[config.mk]
export PLATFORM = sky130hd
export DESIGN_NAME = urx_core
export DESIGN_NICKNAME = d
export VERILOG_FILES = /design/src/core/urx_core.v
export VERILOG_INCLUDE_DIRS = /design/src /design/src/core
export SDC_FILE = /design/constraint.sdc
export NUM_CORES = 1
export LEC_CHECK = 0
export BUFFER_PORTS_ARGS = -buffer_cell sky130_fd_sc_hd__buf_2
export CAP_MARGIN = 20
export CORE_MARGIN = 2
export CORE_UTILIZATION = 40
export DETAILED_ROUTE_END_ITERATION = 8
export PLACE_DENSITY_LB_ADDON = 0.15
export SETUP_SLACK_MARGIN = 0.3
export SLEW_MARGIN = 20
export SYNTH_ARGS = -nofsm -noshare
export SYNTH_HDL_FRONTEND = slang
export SYNTH_SLANG_ARGS = --single-unit
[constraint.sdc]
create_clock -name pclk -period 4.3 [get_ports pclk]
set_clock_uncertainty 0.05 [all_clocks]
set_input_delay 0.86 -clock pclk [delete_from_list [all_inputs] [get_ports pclk]]
set_output_delay 0.86 -clock pclk [all_outputs]
set_load 0.03 [all_outputs]
[src/core/urx_map.vh]
// register offsets, field positions and encodings of the serial receive block
`ifndef URX_MAP_VH
`define URX_MAP_VH
`define URX_ADDR_W      4
`define URX_OFF_DATA    4'h0
`define URX_OFF_STAT_A  4'h4
`define URX_OFF_CTRL_B  4'h8
`define URX_OFF_CTRL_C  4'hc
`define URX_A_RXC       7
`define URX_A_FE        4
`define URX_A_DOR       3
`define URX_A_UPE       2
`define URX_B_RXCIE     7
`define URX_B_RXEN      4
`define URX_B_TRANSMIT_ENABLE_BIT      3
`define URX_B_SZ2       2
`define URX_B_RXB8      1
`define URX_B_TXB8      0
`define URX_C_SYNC      6
`define URX_C_PEN       5
`define URX_C_PODD      4
`define URX_C_STOP2     3
`define URX_C_SZ_HI     2
`define URX_C_SZ_LO     1
`define URX_SZ_NINE     3'h7
`define URX_RST_CTRL_B  8'h00
`define URX_RST_CTRL_C  8'h06
`define URX_ENT_W       12
`define URX_E_NINTH     11
`define URX_E_FE        10
`define URX_E_DOR       9
`define URX_E_UPE       8
`endif

[src/core/urx_core.v]
// serial receive path, receive buffer, status flags and transmit parity/disable
// Notes on behaviour
// - with parity enabled, parity bit goes between last data bit and first stop.
// - clearing transmit enable waits until shift register and buffer are empty.
// - once really disabled, transmitter releases the serial output pin.
// - receive enable hands the serial input pin to the receiver.
// - synchronous mode samples bits on the external transfer clock.
// - after start bit, shift bits up to the first stop bit; ignore second stop.
// - on first stop bit, move the frame into the receive buffer.
// - data bits above the character size read as zero.
// - nine-bit characters show their ninth bit in control register B.
// - ninth bit and error flags travel per entry; data read advances buffer.
// - receive complete is one while unread data is buffered.
// - clearing receive enable empties the buffer and clears receive complete.
// - receive complete interrupt is requested while flag and enable are set.
// - status writes cannot alter error flags; error flags raise no interrupt.
// - frame error reflects the first stop bit only.
// - overrun when buffer full, shift register waiting and a new start comes.
// - overrun pending clears when a frame moves into the buffer.
// - parity error reads zero for characters received while parity checking was disabled.
// - checker computes parity of data bits with the selected sense.
// - parity error kept per character, only if checking was on at arrival.
// - disabling the receiver is immediate and drops the frame in progress.
`timescale 1ns/1ps
`default_nettype none
`include "urx_map.vh"

module urx_core
(
	input  wire        pclk,
	input  wire        presetn,
	input  wire        psel,
	input  wire        penable,
	input  wire        pwrite,
	input  wire [31:0] paddr,
	input  wire [31:0] pwdata,
	output reg  [31:0] prdata,
	output wire        pready,
	output wire        pslverr,
	input  wire        serial_in_pin,
	input  wire        baud_tick,
	input  wire        external_transfer_clock,
	output wire        rx_pin_override,
	output wire        rx_complete_irq,
	input  wire        tx_shift_busy,
	input  wire        tx_buffer_full,
	output reg         tx_data_write,
	output reg  [8:0]  tx_data,
	output wire        tx_parity_bit,
	output wire        tx_parity_slot,
	output reg         tx_active,
	output wire        serial_out_override
);

	localparam ST_IDLE = 2'h0;
	localparam ST_DATA = 2'h1;
	localparam ST_PAR  = 2'h2;
	localparam ST_STOP = 2'h3;

	reg  [7:0]  ctrl_b;
	reg  [7:0]  ctrl_c;
	reg  [1:0]  state;
	reg  [3:0]  bit_cnt;
	reg  [8:0]  shift;
	reg         par_err;
	reg         par_on;
	reg         waiting;
	reg  [`URX_ENT_W-1:0] wait_ent;
	reg         ovr_pend;
	reg  [`URX_ENT_W-1:0] fifo_mem [0:1];
	reg         rd_ptr;
	reg  [1:0]  count;
	reg         xck_prev;

	wire        rx_en    = ctrl_b[`URX_B_RXEN];
	wire        par_en   = ctrl_c[`URX_C_PEN];
	wire        par_odd  = ctrl_c[`URX_C_PODD];
	wire [2:0]  char_sz  = {ctrl_b[`URX_B_SZ2], ctrl_c[`URX_C_SZ_HI:`URX_C_SZ_LO]};
	wire        nine     = (char_sz == `URX_SZ_NINE);
	wire [3:0]  n_bits   = nine ? 4'h9 : ({2'b00, char_sz[1:0]} + 4'h5);
	// a rising edge on the transfer clock replaces the baud tick
	wire        xck_rise = external_transfer_clock & ~xck_prev;
	wire        tick     = ctrl_c[`URX_C_SYNC] ? xck_rise : baud_tick;
	wire        rx_bit   = serial_in_pin;

	wire        acc      = psel & penable;
	wire [3:0]  adr      = paddr[3:0];
	wire        mapped   = (paddr[31:4] == 28'h0000000) & (adr[1:0] == 2'b00);
	wire        wr       = acc & pwrite & mapped;
	wire        rd_data  = acc & ~pwrite & mapped & (adr == `URX_OFF_DATA);

	wire        rxc      = (count != 2'h0);
	wire [`URX_ENT_W-1:0] head = fifo_mem[rd_ptr];
	wire        pop      = rd_data & rxc;
	wire        push     = waiting & ((count != 2'h2) | pop);
	wire        full     = (count == 2'h2);
	// a start is refused while both slots and the holding slot are taken
	wire        blocked  = full & waiting & ~push;
	// with both slots full, a pop in the same cycle frees the head slot, which the push refills
	wire        wr_idx   = rd_ptr ^ count[0];
	// an overrun met while this frame waited is reported with it
	wire [`URX_ENT_W-1:0] push_ent;
	assign push_ent = {wait_ent[`URX_ENT_W-1:`URX_E_DOR+1], wait_ent[`URX_E_DOR] | ovr_pend,
		wait_ent[`URX_E_DOR-1:0]};

	assign pready  = 1'b1;
	assign pslverr = acc & ~mapped;

	assign rx_pin_override = rx_en;
	assign rx_complete_irq = ctrl_b[`URX_B_RXCIE] & rxc;

	// parity of the outgoing character, masked to the character size
	wire [8:0]  tx_mask  = (9'h1ff >> (4'h9 - n_bits));
	urx_parity
	#(
		.WIDTH (9)
	)
	urx_parity_tx
	(
		.data   (tx_data),
		.mask   (tx_mask),
		.odd    (par_odd),
		.parity (tx_parity_bit)
	);

	assign tx_parity_slot = par_en;
	assign serial_out_override = tx_active;

	// parity of the received character, shift already holds zeros above size
	wire        calc_par;

	urx_parity
	#(
		.WIDTH (9)
	)
	urx_parity_rx
	(
		.data   (shift),
		.mask   (9'h1ff),
		.odd    (par_odd),
		.parity (calc_par)
	);

	always @(posedge pclk or negedge presetn)
	begin
		if (!presetn)
			xck_prev <= 1'b0;
		else
			xck_prev <= external_transfer_clock;
	end

	// control registers and transmit write strobe
	always @(posedge pclk or negedge presetn)
	begin
		if (!presetn)
		begin
			ctrl_b        <= `URX_RST_CTRL_B;
			ctrl_c        <= `URX_RST_CTRL_C;
			tx_data_write <= 1'b0;
			tx_data       <= 9'h000;
		end
		else
		begin
			tx_data_write <= 1'b0;
			if (wr && adr == `URX_OFF_CTRL_B)
			begin
				// received ninth bit is read only
				ctrl_b <= {pwdata[7:2], 1'b0, pwdata[0]};
			end
			if (wr && adr == `URX_OFF_CTRL_C)
				ctrl_c <= pwdata[7:0];
			if (wr && adr == `URX_OFF_DATA)
			begin
				tx_data_write <= 1'b1;
				tx_data       <= {ctrl_b[`URX_B_TXB8], pwdata[7:0]};
			end
		end
	end

	// deferred transmitter disable: enable acts at once, disable waits for drain
	always @(posedge pclk or negedge presetn)
	begin
		if (!presetn)
			tx_active <= 1'b0;
		else if (ctrl_b[`URX_B_TRANSMIT_ENABLE_BIT])
			tx_active <= 1'b1;
		else if (!tx_shift_busy && !tx_buffer_full && !tx_data_write)
			tx_active <= 1'b0;
	end

	// receive frame sequencer
	always @(posedge pclk or negedge presetn)
	begin
		if (!presetn)
		begin
			state    <= ST_IDLE;
			bit_cnt  <= 4'h0;
			shift    <= 9'h000;
			par_err  <= 1'b0;
			par_on   <= 1'b0;
			waiting  <= 1'b0;
			wait_ent <= {`URX_ENT_W{1'b0}};
			ovr_pend <= 1'b0;
		end
		else if (!rx_en)
		begin
			// frame in progress is dropped, nothing survives the disable
			state    <= ST_IDLE;
			waiting  <= 1'b0;
			ovr_pend <= 1'b0;
		end
		else
		begin
			if (push)
			begin
				waiting  <= 1'b0;
				ovr_pend <= 1'b0;
			end
			if (tick)
			begin
				case (state)
				ST_IDLE:
				begin
					if (!rx_bit)
					begin
						if (blocked)
							ovr_pend <= 1'b1;
						else
						begin
							// no room is lost: a later stop re-checks the slot
							state   <= ST_DATA;
							bit_cnt <= 4'h0;
							shift   <= 9'h000;
							par_on  <= par_en;
						end
					end
				end
				ST_DATA:
				begin
					shift[bit_cnt] <= rx_bit;
					bit_cnt        <= bit_cnt + 4'h1;
					if (bit_cnt == n_bits - 4'h1)
						state <= par_on ? ST_PAR : ST_STOP;
				end
				ST_PAR:
				begin
					par_err <= par_on & (calc_par != rx_bit);
					state   <= ST_STOP;
				end
				ST_STOP:
				begin
					// only the first stop bit is looked at
					state    <= ST_IDLE;
					waiting  <= 1'b1;
					wait_ent <= {shift[8] & nine, ~rx_bit, ovr_pend | (full & waiting),
						par_on & par_err, shift[7:0]};
				end
				default:
					state <= ST_IDLE;
				endcase
			end
			if (state == ST_IDLE && tick && !rx_bit && !blocked)
				par_err <= 1'b0;
		end
	end

	// two-entry receive buffer
	always @(posedge pclk or negedge presetn)
	begin
		if (!presetn)
		begin
			rd_ptr      <= 1'b0;
			count       <= 2'h0;
			fifo_mem[0] <= {`URX_ENT_W{1'b0}};
			fifo_mem[1] <= {`URX_ENT_W{1'b0}};
		end
		else if (!rx_en)
		begin
			rd_ptr <= 1'b0;
			count  <= 2'h0;
		end
		else
		begin
			if (push)
				fifo_mem[wr_idx] <= push_ent;
			if (pop)
				rd_ptr <= ~rd_ptr;
			if (push && !pop)
				count <= count + 2'h1;
			else if (pop && !push)
				count <= count - 2'h1;
		end
	end

	// read mux; error flag bits come from the buffer head only
	always @*
	begin
		prdata = 32'h00000000;
		if (acc && !pwrite && mapped)
		begin
			case (adr)
			`URX_OFF_DATA:
				prdata[7:0] = rxc ? head[7:0] : 8'h00;
			`URX_OFF_STAT_A:
			begin
				prdata[`URX_A_RXC] = rxc;
				prdata[`URX_A_FE]  = rxc & head[`URX_E_FE];
				prdata[`URX_A_DOR] = rxc & head[`URX_E_DOR];
				prdata[`URX_A_UPE] = rxc & head[`URX_E_UPE];
			end
			`URX_OFF_CTRL_B:
			begin
				prdata[7:0]         = ctrl_b;
				prdata[`URX_B_RXB8] = rxc & head[`URX_E_NINTH];
			end
			`URX_OFF_CTRL_C:
				prdata[7:0] = ctrl_c;
			default:
				prdata = 32'h00000000;
			endcase
		end
	end

endmodule

// parity over the masked bits of a character, even or odd sense
module urx_parity
#(
	parameter WIDTH = 9
)
(
	input  wire [WIDTH-1:0] data,
	input  wire [WIDTH-1:0] mask,
	input  wire             odd,
	output wire             parity
);

	// a set odd select inverts the even result
	assign parity = (^(data & mask)) ^ odd;

endmodule

`default_nettype wire

### Yosys cells after proc, flatten, opt, wreduce, memory -nomap -nowiden

Cells that the tools add are included.
W data, S select, Z words.

| operators by class | value |
|---|---|
| multiplexer cells | 51 |
| bitwise logic cells | 37 |
| equality and inequality tests | 19 |
| reduce and logical (&&, ||, !) cells | 39 |
| add/sub/neg operators | 6 |
| $lt $le $gt $ge | 5 |
| shifts and indexed selects | 1 |

Operators with widths:

| operator | count |
|---|---|
| $mux W12 | 4 |
| $logic_not A28 Y1 | 1 |
| $bwmux W24 | 1 |
| $and A1 B1 Y1 | 21 |
| $mux W1 | 21 |
| $mux W9 | 2 |
| $pmux W9 S2 | 1 |
| $reduce_xor A9 Y1 | 2 |
| $mux W2 | 8 |
| $mux W8 | 2 |
| $logic_and A1 B1 Y1 | 14 |
| $demux W12 S1 | 1 |
| $mux W4 | 3 |
| $pmux W2 S3 | 2 |
| $pmux W3 S4 | 1 |
| $reduce_and A5 Y1 | 2 |
| $reduce_bool A2 Y1 | 5 |
| $and A9 B9 Y9 | 1 |
| $bwmux W9 | 1 |
| $ne A3 B3 Y1 const B | 3 |
| $shr A9 B4 Y9 const A | 1 |
| $eq A4 B4 Y1 const B | 2 |
| $logic_not A1 Y1 | 8 |
| $pmux W2 S4 | 1 |
| 31 further kinds | 50 |

| word-level totals | value |
|---|---|
| bits of input ports | 74 |
| output and inout bits | 50 |
| register bits | 85 |
| word-level logic and storage cells | 176 |

### Depth between registers and ports, before layout

Gate-level depths: netlist of the first run.

| depth | value |
|---|---|
| depth in word-level cells | 14 |
| depth in mapped cells | 10 |
| depth with buffers taken out | 10 |

### Cells and area by module

A second synthesis of the first run with hierarchy kept.

| second synthesis, totals | value |
|---|---|
| cell total of the unflattened synthesis | 469 |
| area total of the unflattened synthesis | 4887.2 um^2 |

Modules (own cells, without submodules):

| module | instances | area an instance (um^2) | seq. area each (um^2) | cells each |
|---|---|---|---|---|
| urx_core | 1 | 4631.9 | 2129.5 | 435 |
| urx_parity | 2 | 127.6 | 0.0 | 17 |

### Worst setup path after synthesis of the first run

Ideal clock, no wire load.

| path | value |
|---|---|
| kind | reg-to-output |
| start point | register ctrl_c[1] |
| end point | output tx_parity_bit |
| path slack | 1.082 ns |
| path buffers | 0 |
| cell stages (with the launch flop) | 11 |
| data required time | 3.390 ns |
| data arrival time | 2.308 ns |
| path through | dfstp_2 ha_1 a21boi_0 inv_1 ha_1 nand2_1 nor3_1 a21oi_1 xnor2_1 xnor2_1 xnor2_1 |

| between the ends | value |
|---|---|
| cells in the longest elaborated chain, start to end | 7 |
| elaborated cells on any way between the ends | 8 |
| classes of those cells | add/sub: 2; eq/ne: 1; shift: 1; mux: 1; bitwise: 2; reduce/logical: 1 |

RTL lines:

| item | RTL line | RTL |
|---|---|---|
| start: declaration | urx_core.v:61 | `reg [7:0] ctrl_c;` |
| start signal: assignment | urx_core.v:158 | `` ctrl_c <= `URX_RST_CTRL_C; `` |
| start signal: assignment | urx_core.v:171 | `ctrl_c <= pwdata[7:0];` |
| $add A2 B3 Y4 or $eq A3 B3 Y1 (tied branches) | - |  |
| $mux W4 * | urx_core.v:80 | `wire [3:0] n_bits = nine ? 4'h9 : ({2'b00, char_sz[1:0]} + 4'h5);` |
| $sub A4 B4 Y4 * | urx_core.v:113 | `wire [8:0] tx_mask = (9'h1ff >> (4'h9 - n_bits));` |
| $shr A9 B4 Y9 * | urx_core.v:113 |  |
| $and A9 B9 Y9 * | urx_core.v:339 | `assign parity = (^(data & mask)) ^ odd;` |
| $reduce_xor A9 Y1 * | urx_core.v:339 |  |
| $xor A1 B1 Y1 * | urx_core.v:339 |  |
| end: declaration | urx_core.v:49 | `output wire tx_parity_bit,` |

Every way passes the cells marked *; elsewhere a longest branch is shown, timed or not.

### Worst setup path in the final report of the first run

Ends and elaborated chain as after synthesis.

==> flow_summary.toml, run 1 <==
[place]
hpwl_dp_microns = 8060
gp_congestion = 0.805
placement.io_buffers = 74
postPlaceCellArea_sq_um = 5270
dpl.cell_count = 658
post-place-ws_ns = 0.631

[global_routing]
grt_pass1_vias = 3485
global_route.usage.total = 0.175
grt_antenna_before_repair = 0
largest_net_degree_at_the_start_of_global_routing = 86
first_pass_grt_wire_length_microns = 17600
globalRouteOverflowTotal = 0

[die]
starting_density_of_the_core = 0.408
io-pin-count = 124
floorplan.die.width_microns = 114
design.die.area_sq_um = 13000
vertical_extent_of_the_die_microns = 114
placement_rows = 40
floorplan.core_area_sq_um = 11900

[sta]
holdWs_ns = 0.418
layout_worst_path_cycle_share = 0.863
finalWorstPathRequiredPeriod_ns = 3.71
setup_ws_ns = 0.589
setup_viol_count_final = 0
rsz0062_at_grt = "false"
max-slew-margin-rel = 0.465
totalNegativeSetupSlack_ns = 0
final_max_slew_viol_count = 0
achievable_clock_frequency_mhz = 269
tightest_slew_ns = 0.802
hold_viol_final = 0

[finish]
finish.instance_area_sq_um = 5550
synthToLayoutAreaGrowth_pct = 14.1
layout.nets = 612
num_antenna_cells = 0
final_cells = 674
drive_above_1_share = 0.309
post-route-util = 0.466
fillCellCount = 1126

[drt]
route.vias.total = 3562
ant_nets = 0
firstDrtPassIters = 6
drcViolationCount = 0
detail_routed_net_length_per_standard_cell_microns = 16.1
initialDrtViolationCount = 169
drt_wl_total_microns = 10800
vias_per_cell = 5.28

[clock_tree]
tritoncts = "yes"
cts_buffers = 9
cts_root_buffer = "sky130_fd_sc_hd__clkbuf_16"
post_cts_resized = 0
cts.reportedPaths.clkPinSlew_ns = 0.06
hold_buffers = 0
postCtsSetupRepairBufs = 0
cts_max_level = 3
clock_latency_ns = 0.34
cts-root-to-sink-buffers = 2
cts_sinks = 85

[synthesis]
leading_post_synthesis_cells_by_instance_count = "sky130_fd_sc_hd__dfrtp_1, sky130_fd_sc_hd__mux2_2, sky130_fd_sc_hd__nand2_1"
synth_xor_area_frac = 0.0453
postSynth.topFlopCell = "sky130_fd_sc_hd__dfrtp_1"
synthesized_area_fraction_occupied_by_ao_oa_aoi_and_oai_cells = 0.0922
adder_cell_area_share_of_the_yosys_netlist = 0.0412
postSynthRegisterBits = 85
main_combinational_cell_family_by_area_after_synthesis = "multiplexers"
syn-instance-count = 453
synth-edff-count = 0
synth_largest_type_area_fraction = 0.427
synth.area.mux_share = 0.184
syn-cell-area_sq_um = 4860
synth_top_cell_by_area = "sky130_fd_sc_hd__dfrtp_1"
yosysWarnings = 0
synth_most_common_cell = "sky130_fd_sc_hd__dfrtp_1"
yosys.area_share.simple = 0.133
avgSynthCellArea_sq_um = 10.7
postSynth.asyncResetShare = 1.00
largest_cells_by_area_after_synthesis = "sky130_fd_sc_hd__dfrtp_1, sky130_fd_sc_hd__mux2_2, sky130_fd_sc_hd__ha_1"
ys_seq_area_frac = 0.438
synth_cell_types = 51

[worst_setup_path]
crit_path_end_kind = "output pin"
critical_path_required_ns = 3.39
critical_path_maximum_fanout = 9
worst_setup_path_start_kind = "register"
worstSetupPathType = "reg -> out"
worst-endpoint-arrival_ns = 2.80

[power]
p_leak_nw = 2.73
combinationalPowerShare = 0.056
sw_frac_of_total = 0.232
totalPowerFinal_mw = 1.60
power.switching_mw = 0.373
peakVddDrop_v = 0.000152
seqPwrFrac = 0.499
p_clk_frac = 0.445
p_int_mw = 1.23
power_density_cells_nw_per_um2 = 289

[min_path]
holdCritPathClass = "reg -> reg"

[status]
run_status = "finished clean"

[job]
cap_viol_max_count = 0
## state kept, by name (all words and copies together) (netlist names)
signal,cells
tx_data,9
ctrl_b,7
wait_ent,12
xck_prev,1
ovr_pend,1
fifo_mem,24
tx_data_write,1
shift,9
state,2
ctrl_c,8
serial_out_override,1
bit_cnt,4
rd_ptr,1
par_on,1
par_err,1
count,2
waiting,1
## per-layer routing
| metal | vias to the layer above | track usage | share of wire |
|---|---|---|---|
| met5 | - | 0 | 0 |
| met4 | 0 | 0.0675 | 0.023 |
| met3 | 15 | 0.0286 | 0.031 |
| met2 | 85 | 0.277 | 0.47 |
| met1 | 1760 | 0.242 | 0.48 |
| li1 | 1702 | - | - |
## worst paths after layout
check	startpoint	to	slack, ns	cells after the start
max in group asynchronous	presetn	tx_data[4]	3.13	1
hold / removal	wait_ent[9]	wait_ent[9]	0.42	1
setup / recovery	ctrl_c[1]	tx_parity_bit	0.59	11
setup reg to reg	ctrl_c[1]	state[0]	1.21	9
hold reg to reg	wait_ent[9]	wait_ent[9]	0.42	1
min in group asynchronous	presetn	ctrl_b[3]	0.50	1
## power groups by stage
stage / Sequential (mW) / Clock [mW] / Combinational, mW
6_report: 0.800 / 0.715 / 0.0898
5_1_grt: 0.800 / 0.778 / 0.0995
4_1_cts: 0.800 / 0.735 / 0.0914
3_5_place_dp: 0.815 / 0 / 0.0913
3_3_place_gp: 0.815 / 0 / 0.0901
2_1_floorplan: 0.815 / 0 / 0.0603
## cells in the final DEF (no fill, tap or decap), types with 4 or more instances in the layout
cell / count
sky130_fd_sc_hd__nand3_1: 6
sky130_fd_sc_hd__buf_2: 73
sky130_fd_sc_hd__a22o_1: 11
sky130_fd_sc_hd__nor2_1: 21
sky130_fd_sc_hd__inv_1: 15
sky130_fd_sc_hd__xnor2_1: 14
sky130_fd_sc_hd__a21oi_1: 17
sky130_fd_sc_hd__o21ai_0: 15
sky130_fd_sc_hd__nand4_1: 4
sky130_fd_sc_hd__dfrtp_1: 83
sky130_fd_sc_hd__ha_1: 16
sky130_fd_sc_hd__conb_1: 25
sky130_fd_sc_hd__and3_1: 5
sky130_fd_sc_hd__xor2_1: 6
sky130_fd_sc_hd__mux2_2: 67
sky130_fd_sc_hd__nor4_1: 7
sky130_fd_sc_hd__nand2_1: 35
sky130_fd_sc_hd__o22ai_1: 6
sky130_fd_sc_hd__nor3_1: 6
sky130_fd_sc_hd__and2_1: 5
sky130_fd_sc_hd__mux2i_1: 14
sky130_fd_sc_hd__clkbuf_16: 9
sky130_fd_sc_hd__nor2b_1: 10
## cell type report
type / count / area [sq um] / share of cell area
multi-input cells: 334 / 2510 / 0.452
clock inverters: 3 / 18.8 / 0.00338
clock buffers: 13 / 250 / 0.0451
repair buffers: 77 / 399 / 0.0720
flip-flops and latches: 85 / 2130 / 0.384
well taps: 147 / 184 / 0.0332
inverters: 15 / 56.3 / 0.0102
## worst max-delay path, cell delays in order, from the launching register on
cell	delay (ns)
sky130_fd_sc_hd__dfstp_2	0.64
sky130_fd_sc_hd__ha_1	0.32
sky130_fd_sc_hd__a21boi_0	0.24
sky130_fd_sc_hd__inv_1	0.11
sky130_fd_sc_hd__ha_1	0.19
sky130_fd_sc_hd__nand2_1	0.05
sky130_fd_sc_hd__nor3_1	0.13
sky130_fd_sc_hd__a21oi_1	0.08
sky130_fd_sc_hd__xnor2_1	0.21
sky130_fd_sc_hd__xnor2_1	0.16
sky130_fd_sc_hd__xnor2_1	0.14
sky130_fd_sc_hd__buf_2	0.22
## logic make-up after synthesis
kind of cell / count (synthesis)
simple gates: 121
mux: 81
xor+xnor: 22
fa+ha+maj: 16
other cells: 2
compound gates: 69
buf+inv: 57
flops: 85
No activity file was read; power rests on OpenSTA's default activity.
==> run 2: changes to the inputs <==
Settings changed: CELL_PAD_IN_SITES_DETAIL_PLACEMENT from default to 1, CELL_PAD_IN_SITES_GLOBAL_PLACEMENT from default to 1.
==> run 2 against run 1 <==
  * Clock power is 16% higher
  * Final cell count is 0.15% higher
  * Sequential power hardly changed
==> flow_summary.toml, run 2 (synthesis gave the netlist of run 1 again) <==
[finish]
layout_common_cells = "sky130_fd_sc_hd__dfrtp_1, sky130_fd_sc_hd__buf_2, sky130_fd_sc_hd__mux2_2"
fillCellCount = 1335
synthToLayoutAreaGrowth_pct = 15.0
layout_top_registers = "fifo_mem x24, wait_ent x12"
num_antenna_cells = 0
finish.instance_area_sq_um = 5590
layout.nets = 613
largest_register = "fifo_mem"
drive_above_1_share = 0.311
layout_commonest_cell = "sky130_fd_sc_hd__dfrtp_1"
largest_reg_flops = 24

[clock_tree]
post_cts_resized = 0
postCtsSetupRepairBufs = 0
cts_max_level = 3
cts_buffers = 9
cts-root-to-sink-buffers = 2
cts_root_buffer = "sky130_fd_sc_hd__clkbuf_16"
tritoncts = "yes"
cts.reportedPaths.clkPinSlew_ns = 0.06
hold_buffers = 0
clock_latency_ns = 0.34
cts_sinks = 85

[sta]
achievable_clock_frequency_mhz = 268
layout_worst_path_cycle_share = 0.868
hold_viol_final = 0
final_max_slew_viol_count = 0
holdWs_ns = 0.424
finalWorstPathRequiredPeriod_ns = 3.73
rsz0062_at_grt = "false"
setup_viol_count_final = 0
totalNegativeSetupSlack_ns = 0
max-slew-margin-rel = 0.461
tightest_slew_ns = 0.808

[worst_setup_path]
path_cells = "ha_1 -> a21boi_0 -> inv_1 -> ha_1 -> nand2_1 -> nor3_1 -> a21oi_1 -> xnor2_1 -> xnor2_1 -> xnor2_1 -> buf_2"
reg2reg_setup_slack_ns = 1.19
worstSetupPathType = "reg -> out"
worstRegToRegCells = 9
worst-endpoint-arrival_ns = 2.82
crit_path_top_delay_cell = "sky130_fd_sc_hd__dfstp_2"
crit_path_end_kind = "output pin"
timing.critical_path.slowest_cell_delay_ns = 0.63
critical_path_maximum_fanout = 9
cpMostUsedCell = "sky130_fd_sc_hd__xnor2_1"
critical_path_required_ns = 3.39
worst_setup_path_start_kind = "register"

[place]
hpwl_dp_microns = 9220
placement.io_buffers = 74
postPlaceCellArea_sq_um = 5280
gp_congestion = 0.817

[die]
placement_rows = 40
io-pin-count = 124
starting_density_of_the_core = 0.408
vertical_extent_of_the_die_microns = 114
floorplan.core_area_sq_um = 11900
floorplan.die.width_microns = 114
design.die.area_sq_um = 13000

[global_routing]
globalRouteOverflowTotal = 0
grt_antenna_before_repair = 0
first_pass_grt_wire_length_microns = 19700
global_route.usage.total = 0.200
grt_pass1_vias = 3698
largest_net_degree_at_the_start_of_global_routing = 61

[min_path]
worstHoldPathCells = 1
holdCritPathClass = "reg -> reg"

[drt]
initialDrtViolationCount = 109
drcViolationCount = 0
drt_wl_total_microns = 12400
detail_routed_net_length_per_standard_cell_microns = 18.4
ant_nets = 0
vias_per_cell = 5.34
route.vias.total = 3606
firstDrtPassIters = 4

[power]
totalPowerFinal_mw = 1.72
peakVddDrop_v = 0.000143
p_leak_nw = 2.75
power_density_cells_nw_per_um2 = 308

[job]
cap_viol_max_count = 0

[status]
run_status = "finished clean"
-- run 2: worst paths after layout --
check,start,to
hold / removal,wait_ent[9],wait_ent[9]
setup reg to reg,ctrl_c[1],state[0]
max in group asynchronous,presetn,ctrl_c[2]
hold reg to reg,wait_ent[9],wait_ent[9]
setup / recovery,ctrl_c[1],tx_parity_bit
min in group asynchronous,presetn,count[0]
-- run 2: power by group --
part           switching, mW  total, mW  internal (mW)
logic                 0.0684     0.0925         0.0241
clock network          0.318      0.827          0.509
registers          0.0000794      0.800          0.800
total                  0.386       1.72           1.33
-- run 2: cell type report --
cell class	count	area, sq um	area share
timing repair buffer	78	403	0.0721
tap	147	184	0.0329
inverter	15	56.3	0.0101
clock inverter	4	72.6	0.0130
clock buffer	12	236	0.0423
sequential	85	2130	0.381
multi-input combinational	334	2510	0.449
-- run 2: metal layers --
layer  vias up  GRT usage  part of all wire
met4         0     0.0569             0.011
met5         -          0                 0
met1      1813      0.265              0.46
li1       1699          -                 -
met3        13     0.0365             0.036
met2        81      0.337              0.49
-- run 2: through the flow --
step / worst slack, ns / util / instances
floorplan: 1.08 / - / 476
global placement: 0.676 / 0.443 / 659
detailed placement: 0.631 / 0.443 / 659
CTS: 0.514 / 0.469 / 675
global route: 0.362 / 0.469 / 675
finish: 0.566 / 0.469 / 675
-- run 2: worst max-delay path, delay by kind of cell, from the launching register on --
family / cells / cell delay [ns]
DFF: 1 / 0.63
adders and majority gates: 2 / 0.50
xor gates and xnor gates: 3 / 0.49
buffers and inverters: 2 / 0.32
AOI/OAI and AO/OA: 2 / 0.31
and+or+nand+nor: 2 / 0.22
==> run 3: changes to the inputs <==
Settings changed: ABC_AREA from default to 1, SKIP_LAST_GASP from default to 1, SLEW_MARGIN 20 to default.
==> run 3 against run 2 <==
  * Count of clock-buffer cells in the layout decreased by 2
  * Final cell count increased by 38%
  * Largest power group is now sequential cells
  * Synthesized cell count increased by 52%
  * Sequential power increased by 35%
  * Die area increased by 4.5%
  * Register-to-register slack improved by 0.42 ns
  * Clock power decreased by 6.3%
  * Power increased by 52%
  * Combinational power increased to 8.3 times the previous value
  * Via count increased by 27%
  * Utilization decreased by 0.85 points
  * Design area increased by 3.2%
==> flow_summary.toml, run 3 <==
[synthesis]
synth-edff-count = 0
yosysWarnings = 0
syn-cell-area_sq_um = 5090
synth_largest_type_area_fraction = 0.408
synth_most_common_cell = "sky130_fd_sc_hd__nand2_1"
synth_top_cell_by_area = "sky130_fd_sc_hd__dfrtp_1"
postSynth.asyncResetShare = 1.00
postSynthRegisterBits = 85
avgSynthCellArea_sq_um = 7.39
largest_cells_by_area_after_synthesis = "sky130_fd_sc_hd__dfrtp_1, sky130_fd_sc_hd__nand2_1, sky130_fd_sc_hd__inv_1"
ys_seq_area_frac = 0.419
synth_cell_types = 39
syn-instance-count = 688
postSynth.topFlopCell = "sky130_fd_sc_hd__dfrtp_1"
leading_post_synthesis_cells_by_instance_count = "sky130_fd_sc_hd__nand2_1, sky130_fd_sc_hd__dfrtp_1, sky130_fd_sc_hd__inv_1"

[place]
placement.io_buffers = 74
gp_congestion = 0.826
postPlaceCellArea_sq_um = 5470
hpwl_dp_microns = 10500
dpl.cell_count = 916
post-place-ws_ns = 0.889

[sta]
max-slew-margin-rel = 0.397
setup_viol_count_final = 0
finalWorstPathRequiredPeriod_ns = 3.65
holdWs_ns = 0.425
hold_viol_final = 0
final_max_slew_viol_count = 0
rsz0062_at_grt = "false"
layout_worst_path_cycle_share = 0.850
totalNegativeSetupSlack_ns = 0
tightest_slew_ns = 0.904
setup_ws_ns = 0.646
achievable_clock_frequency_mhz = 274

[finish]
largest_reg_flops = 24
multi_input_comb_area_sq_um = 2470
final_cells = 932
layout_top_registers = "fifo_mem x24, wait_ent x12"
layout.nets = 845
finish.instance_area_sq_um = 5770
largest_register = "fifo_mem"
fillCellCount = 1649
layout_commonest_cell = "sky130_fd_sc_hd__nand2_1"
layout_common_cells = "sky130_fd_sc_hd__nand2_1, sky130_fd_sc_hd__dfrtp_1, sky130_fd_sc_hd__buf_2"
drive_above_1_share = 0.149
num_antenna_cells = 0
post-route-util = 0.461
regArea_sq_um = 2130
synthToLayoutAreaGrowth_pct = 13.4

[worst_setup_path]
critical_path_required_ns = 3.39
crit_path_end_kind = "output pin"
worstSetupPathType = "reg -> out"
worst_setup_path_start_kind = "register"
timing.critical_path.from = "ctrl_c[1]"
worstRegToRegCells = 8
worst-endpoint-arrival_ns = 2.74
reg2reg_setup_slack_ns = 1.61
crit-reg2reg-capture = "shift[7]"
critical_path_maximum_fanout = 6
timing.rr.start = "state[1]"

[drt]
initialDrtViolationCount = 190
vias_per_cell = 4.90
drcViolationCount = 0
drt_wl_total_microns = 13900
ant_nets = 0
firstDrtPassIters = 4
detail_routed_net_length_per_standard_cell_microns = 14.9
route.vias.total = 4563

[power]
p_leak_nw = 2.93
power_density_cells_nw_per_um2 = 454
peakVddDrop_v = 0.000213
totalPowerFinal_mw = 2.62

[die]
floorplan.core_area_sq_um = 12500
placement_rows = 41
vertical_extent_of_the_die_microns = 117
io-pin-count = 124
design.die.area_sq_um = 13600
floorplan.die.width_microns = 117
starting_density_of_the_core = 0.406

[clock_tree]
cts.reportedPaths.clkPinSlew_ns = 0.07
cts_sinks = 85
tritoncts = "yes"
cts_max_level = 3
cts_buffers = 9
hold_buffers = 0
clock_latency_ns = 0.35
cts-root-to-sink-buffers = 2
cts_root_buffer = "sky130_fd_sc_hd__clkbuf_16"

[global_routing]
globalRouteOverflowTotal = 0
first_pass_grt_wire_length_microns = 22500
largest_net_degree_at_the_start_of_global_routing = 69
global_route.usage.total = 0.213
grt_pass1_vias = 4614
grt_antenna_before_repair = 0

[min_path]
holdCritPathClass = "reg -> reg"
worstHoldPathCells = 2
hold_path_startpoint = "par_err"
min_delay_worst_endpoint = "par_err"

[status]
run_status = "finished clean"

[job]
cap_viol_max_count = 0
==> run 3: changes by cell type in the layout (fill, tap and decap cells not counted), moves of 7 or more <==
cell | previous run | this run
sky130_fd_sc_hd__nand4_1 | 4 | 13
sky130_fd_sc_hd__mux2_2 | 67 | 0
sky130_fd_sc_hd__nor2b_1 | 10 | 0
sky130_fd_sc_hd__mux2i_1 | 14 | 0
sky130_fd_sc_hd__o21ai_0 | 15 | 33
sky130_fd_sc_hd__nor2_1 | 21 | 41
sky130_fd_sc_hd__inv_1 | 15 | 71
sky130_fd_sc_hd__o21ai_1 | 2 | 50
sky130_fd_sc_hd__xnor2_1 | 14 | 5
sky130_fd_sc_hd__nor4_1 | 7 | 0
sky130_fd_sc_hd__nand3_1 | 6 | 33
sky130_fd_sc_hd__nand2_1 | 35 | 243
sky130_fd_sc_hd__a22o_1 | 11 | 0
==> run 3: cell type report <==
cell class,count,area share
clock buffers,10,0.0414
clock inverters,6,0.00890
inverters,75,0.0488
multi-input cells,509,0.428
flip-flops and latches,85,0.369
well taps,172,0.0373
repair buffers,75,0.0660
==> run 3: cell families after synthesis <==
kind of cell | share of synthesized area
and+or+nand+nor | 0.298
buffers and inverters | 0.113
AOI/OAI and AO/OA | 0.112
DFF | 0.419
adders and majority gates | 0.0394
xor gates and xnor gates | 0.0172
other | 0.00148
==> run 3: where the power goes <==
group	switching (mW)	internal [mW]	total, mW
clock network	0.358	0.417	0.775
registers	0.123	0.954	1.08
logic	0.518	0.247	0.765
==> run 3: worst max path at each step <==
| stage | to | depth (start not counted) |
|---|---|---|
| after floorplan | prdata[0] | 7 |
| after global placement | tx_parity_bit | 17 |
| after detailed placement | tx_parity_bit | 17 |
| after CTS | tx_parity_bit | 17 |
| after global routing | tx_parity_bit | 17 |
| final | tx_parity_bit | 17 |
==> run 3: critical path, stage by stage, from the launching register on <==
cell                      delay (ns)
sky130_fd_sc_hd__dfstp_2        0.59
sky130_fd_sc_hd__ha_2           0.27
sky130_fd_sc_hd__a21oi_1        0.17
sky130_fd_sc_hd__inv_1          0.12
sky130_fd_sc_hd__ha_1           0.19
sky130_fd_sc_hd__nor2_1         0.06
sky130_fd_sc_hd__nor2_1         0.14
sky130_fd_sc_hd__nand2_1        0.08
sky130_fd_sc_hd__o21ai_0        0.11
sky130_fd_sc_hd__nand2_1        0.09
sky130_fd_sc_hd__nand2_1        0.09
sky130_fd_sc_hd__nand2_1        0.05
sky130_fd_sc_hd__nand2_1        0.07
sky130_fd_sc_hd__nand2_1        0.05
sky130_fd_sc_hd__nand2_1        0.05
sky130_fd_sc_hd__nand2_1        0.05
sky130_fd_sc_hd__inv_1          0.04
sky130_fd_sc_hd__buf_2          0.18
==> run 3: per-layer routing <==
| layer | track usage | share of wire |
|---|---|---|
| met1 | 0.277 | 0.46 |
| met2 | 0.363 | 0.49 |
| met3 | 0.0410 | 0.038 |
| met4 | 0.0635 | 0.013 |
| met5 | 0 | 0 |
==> run 3: what timing repair did <==
action | CTS | global route
resized for setup | 0 | 1
setup buffers | 0 | 0
endpoints found under the setup margin | 0 | 1
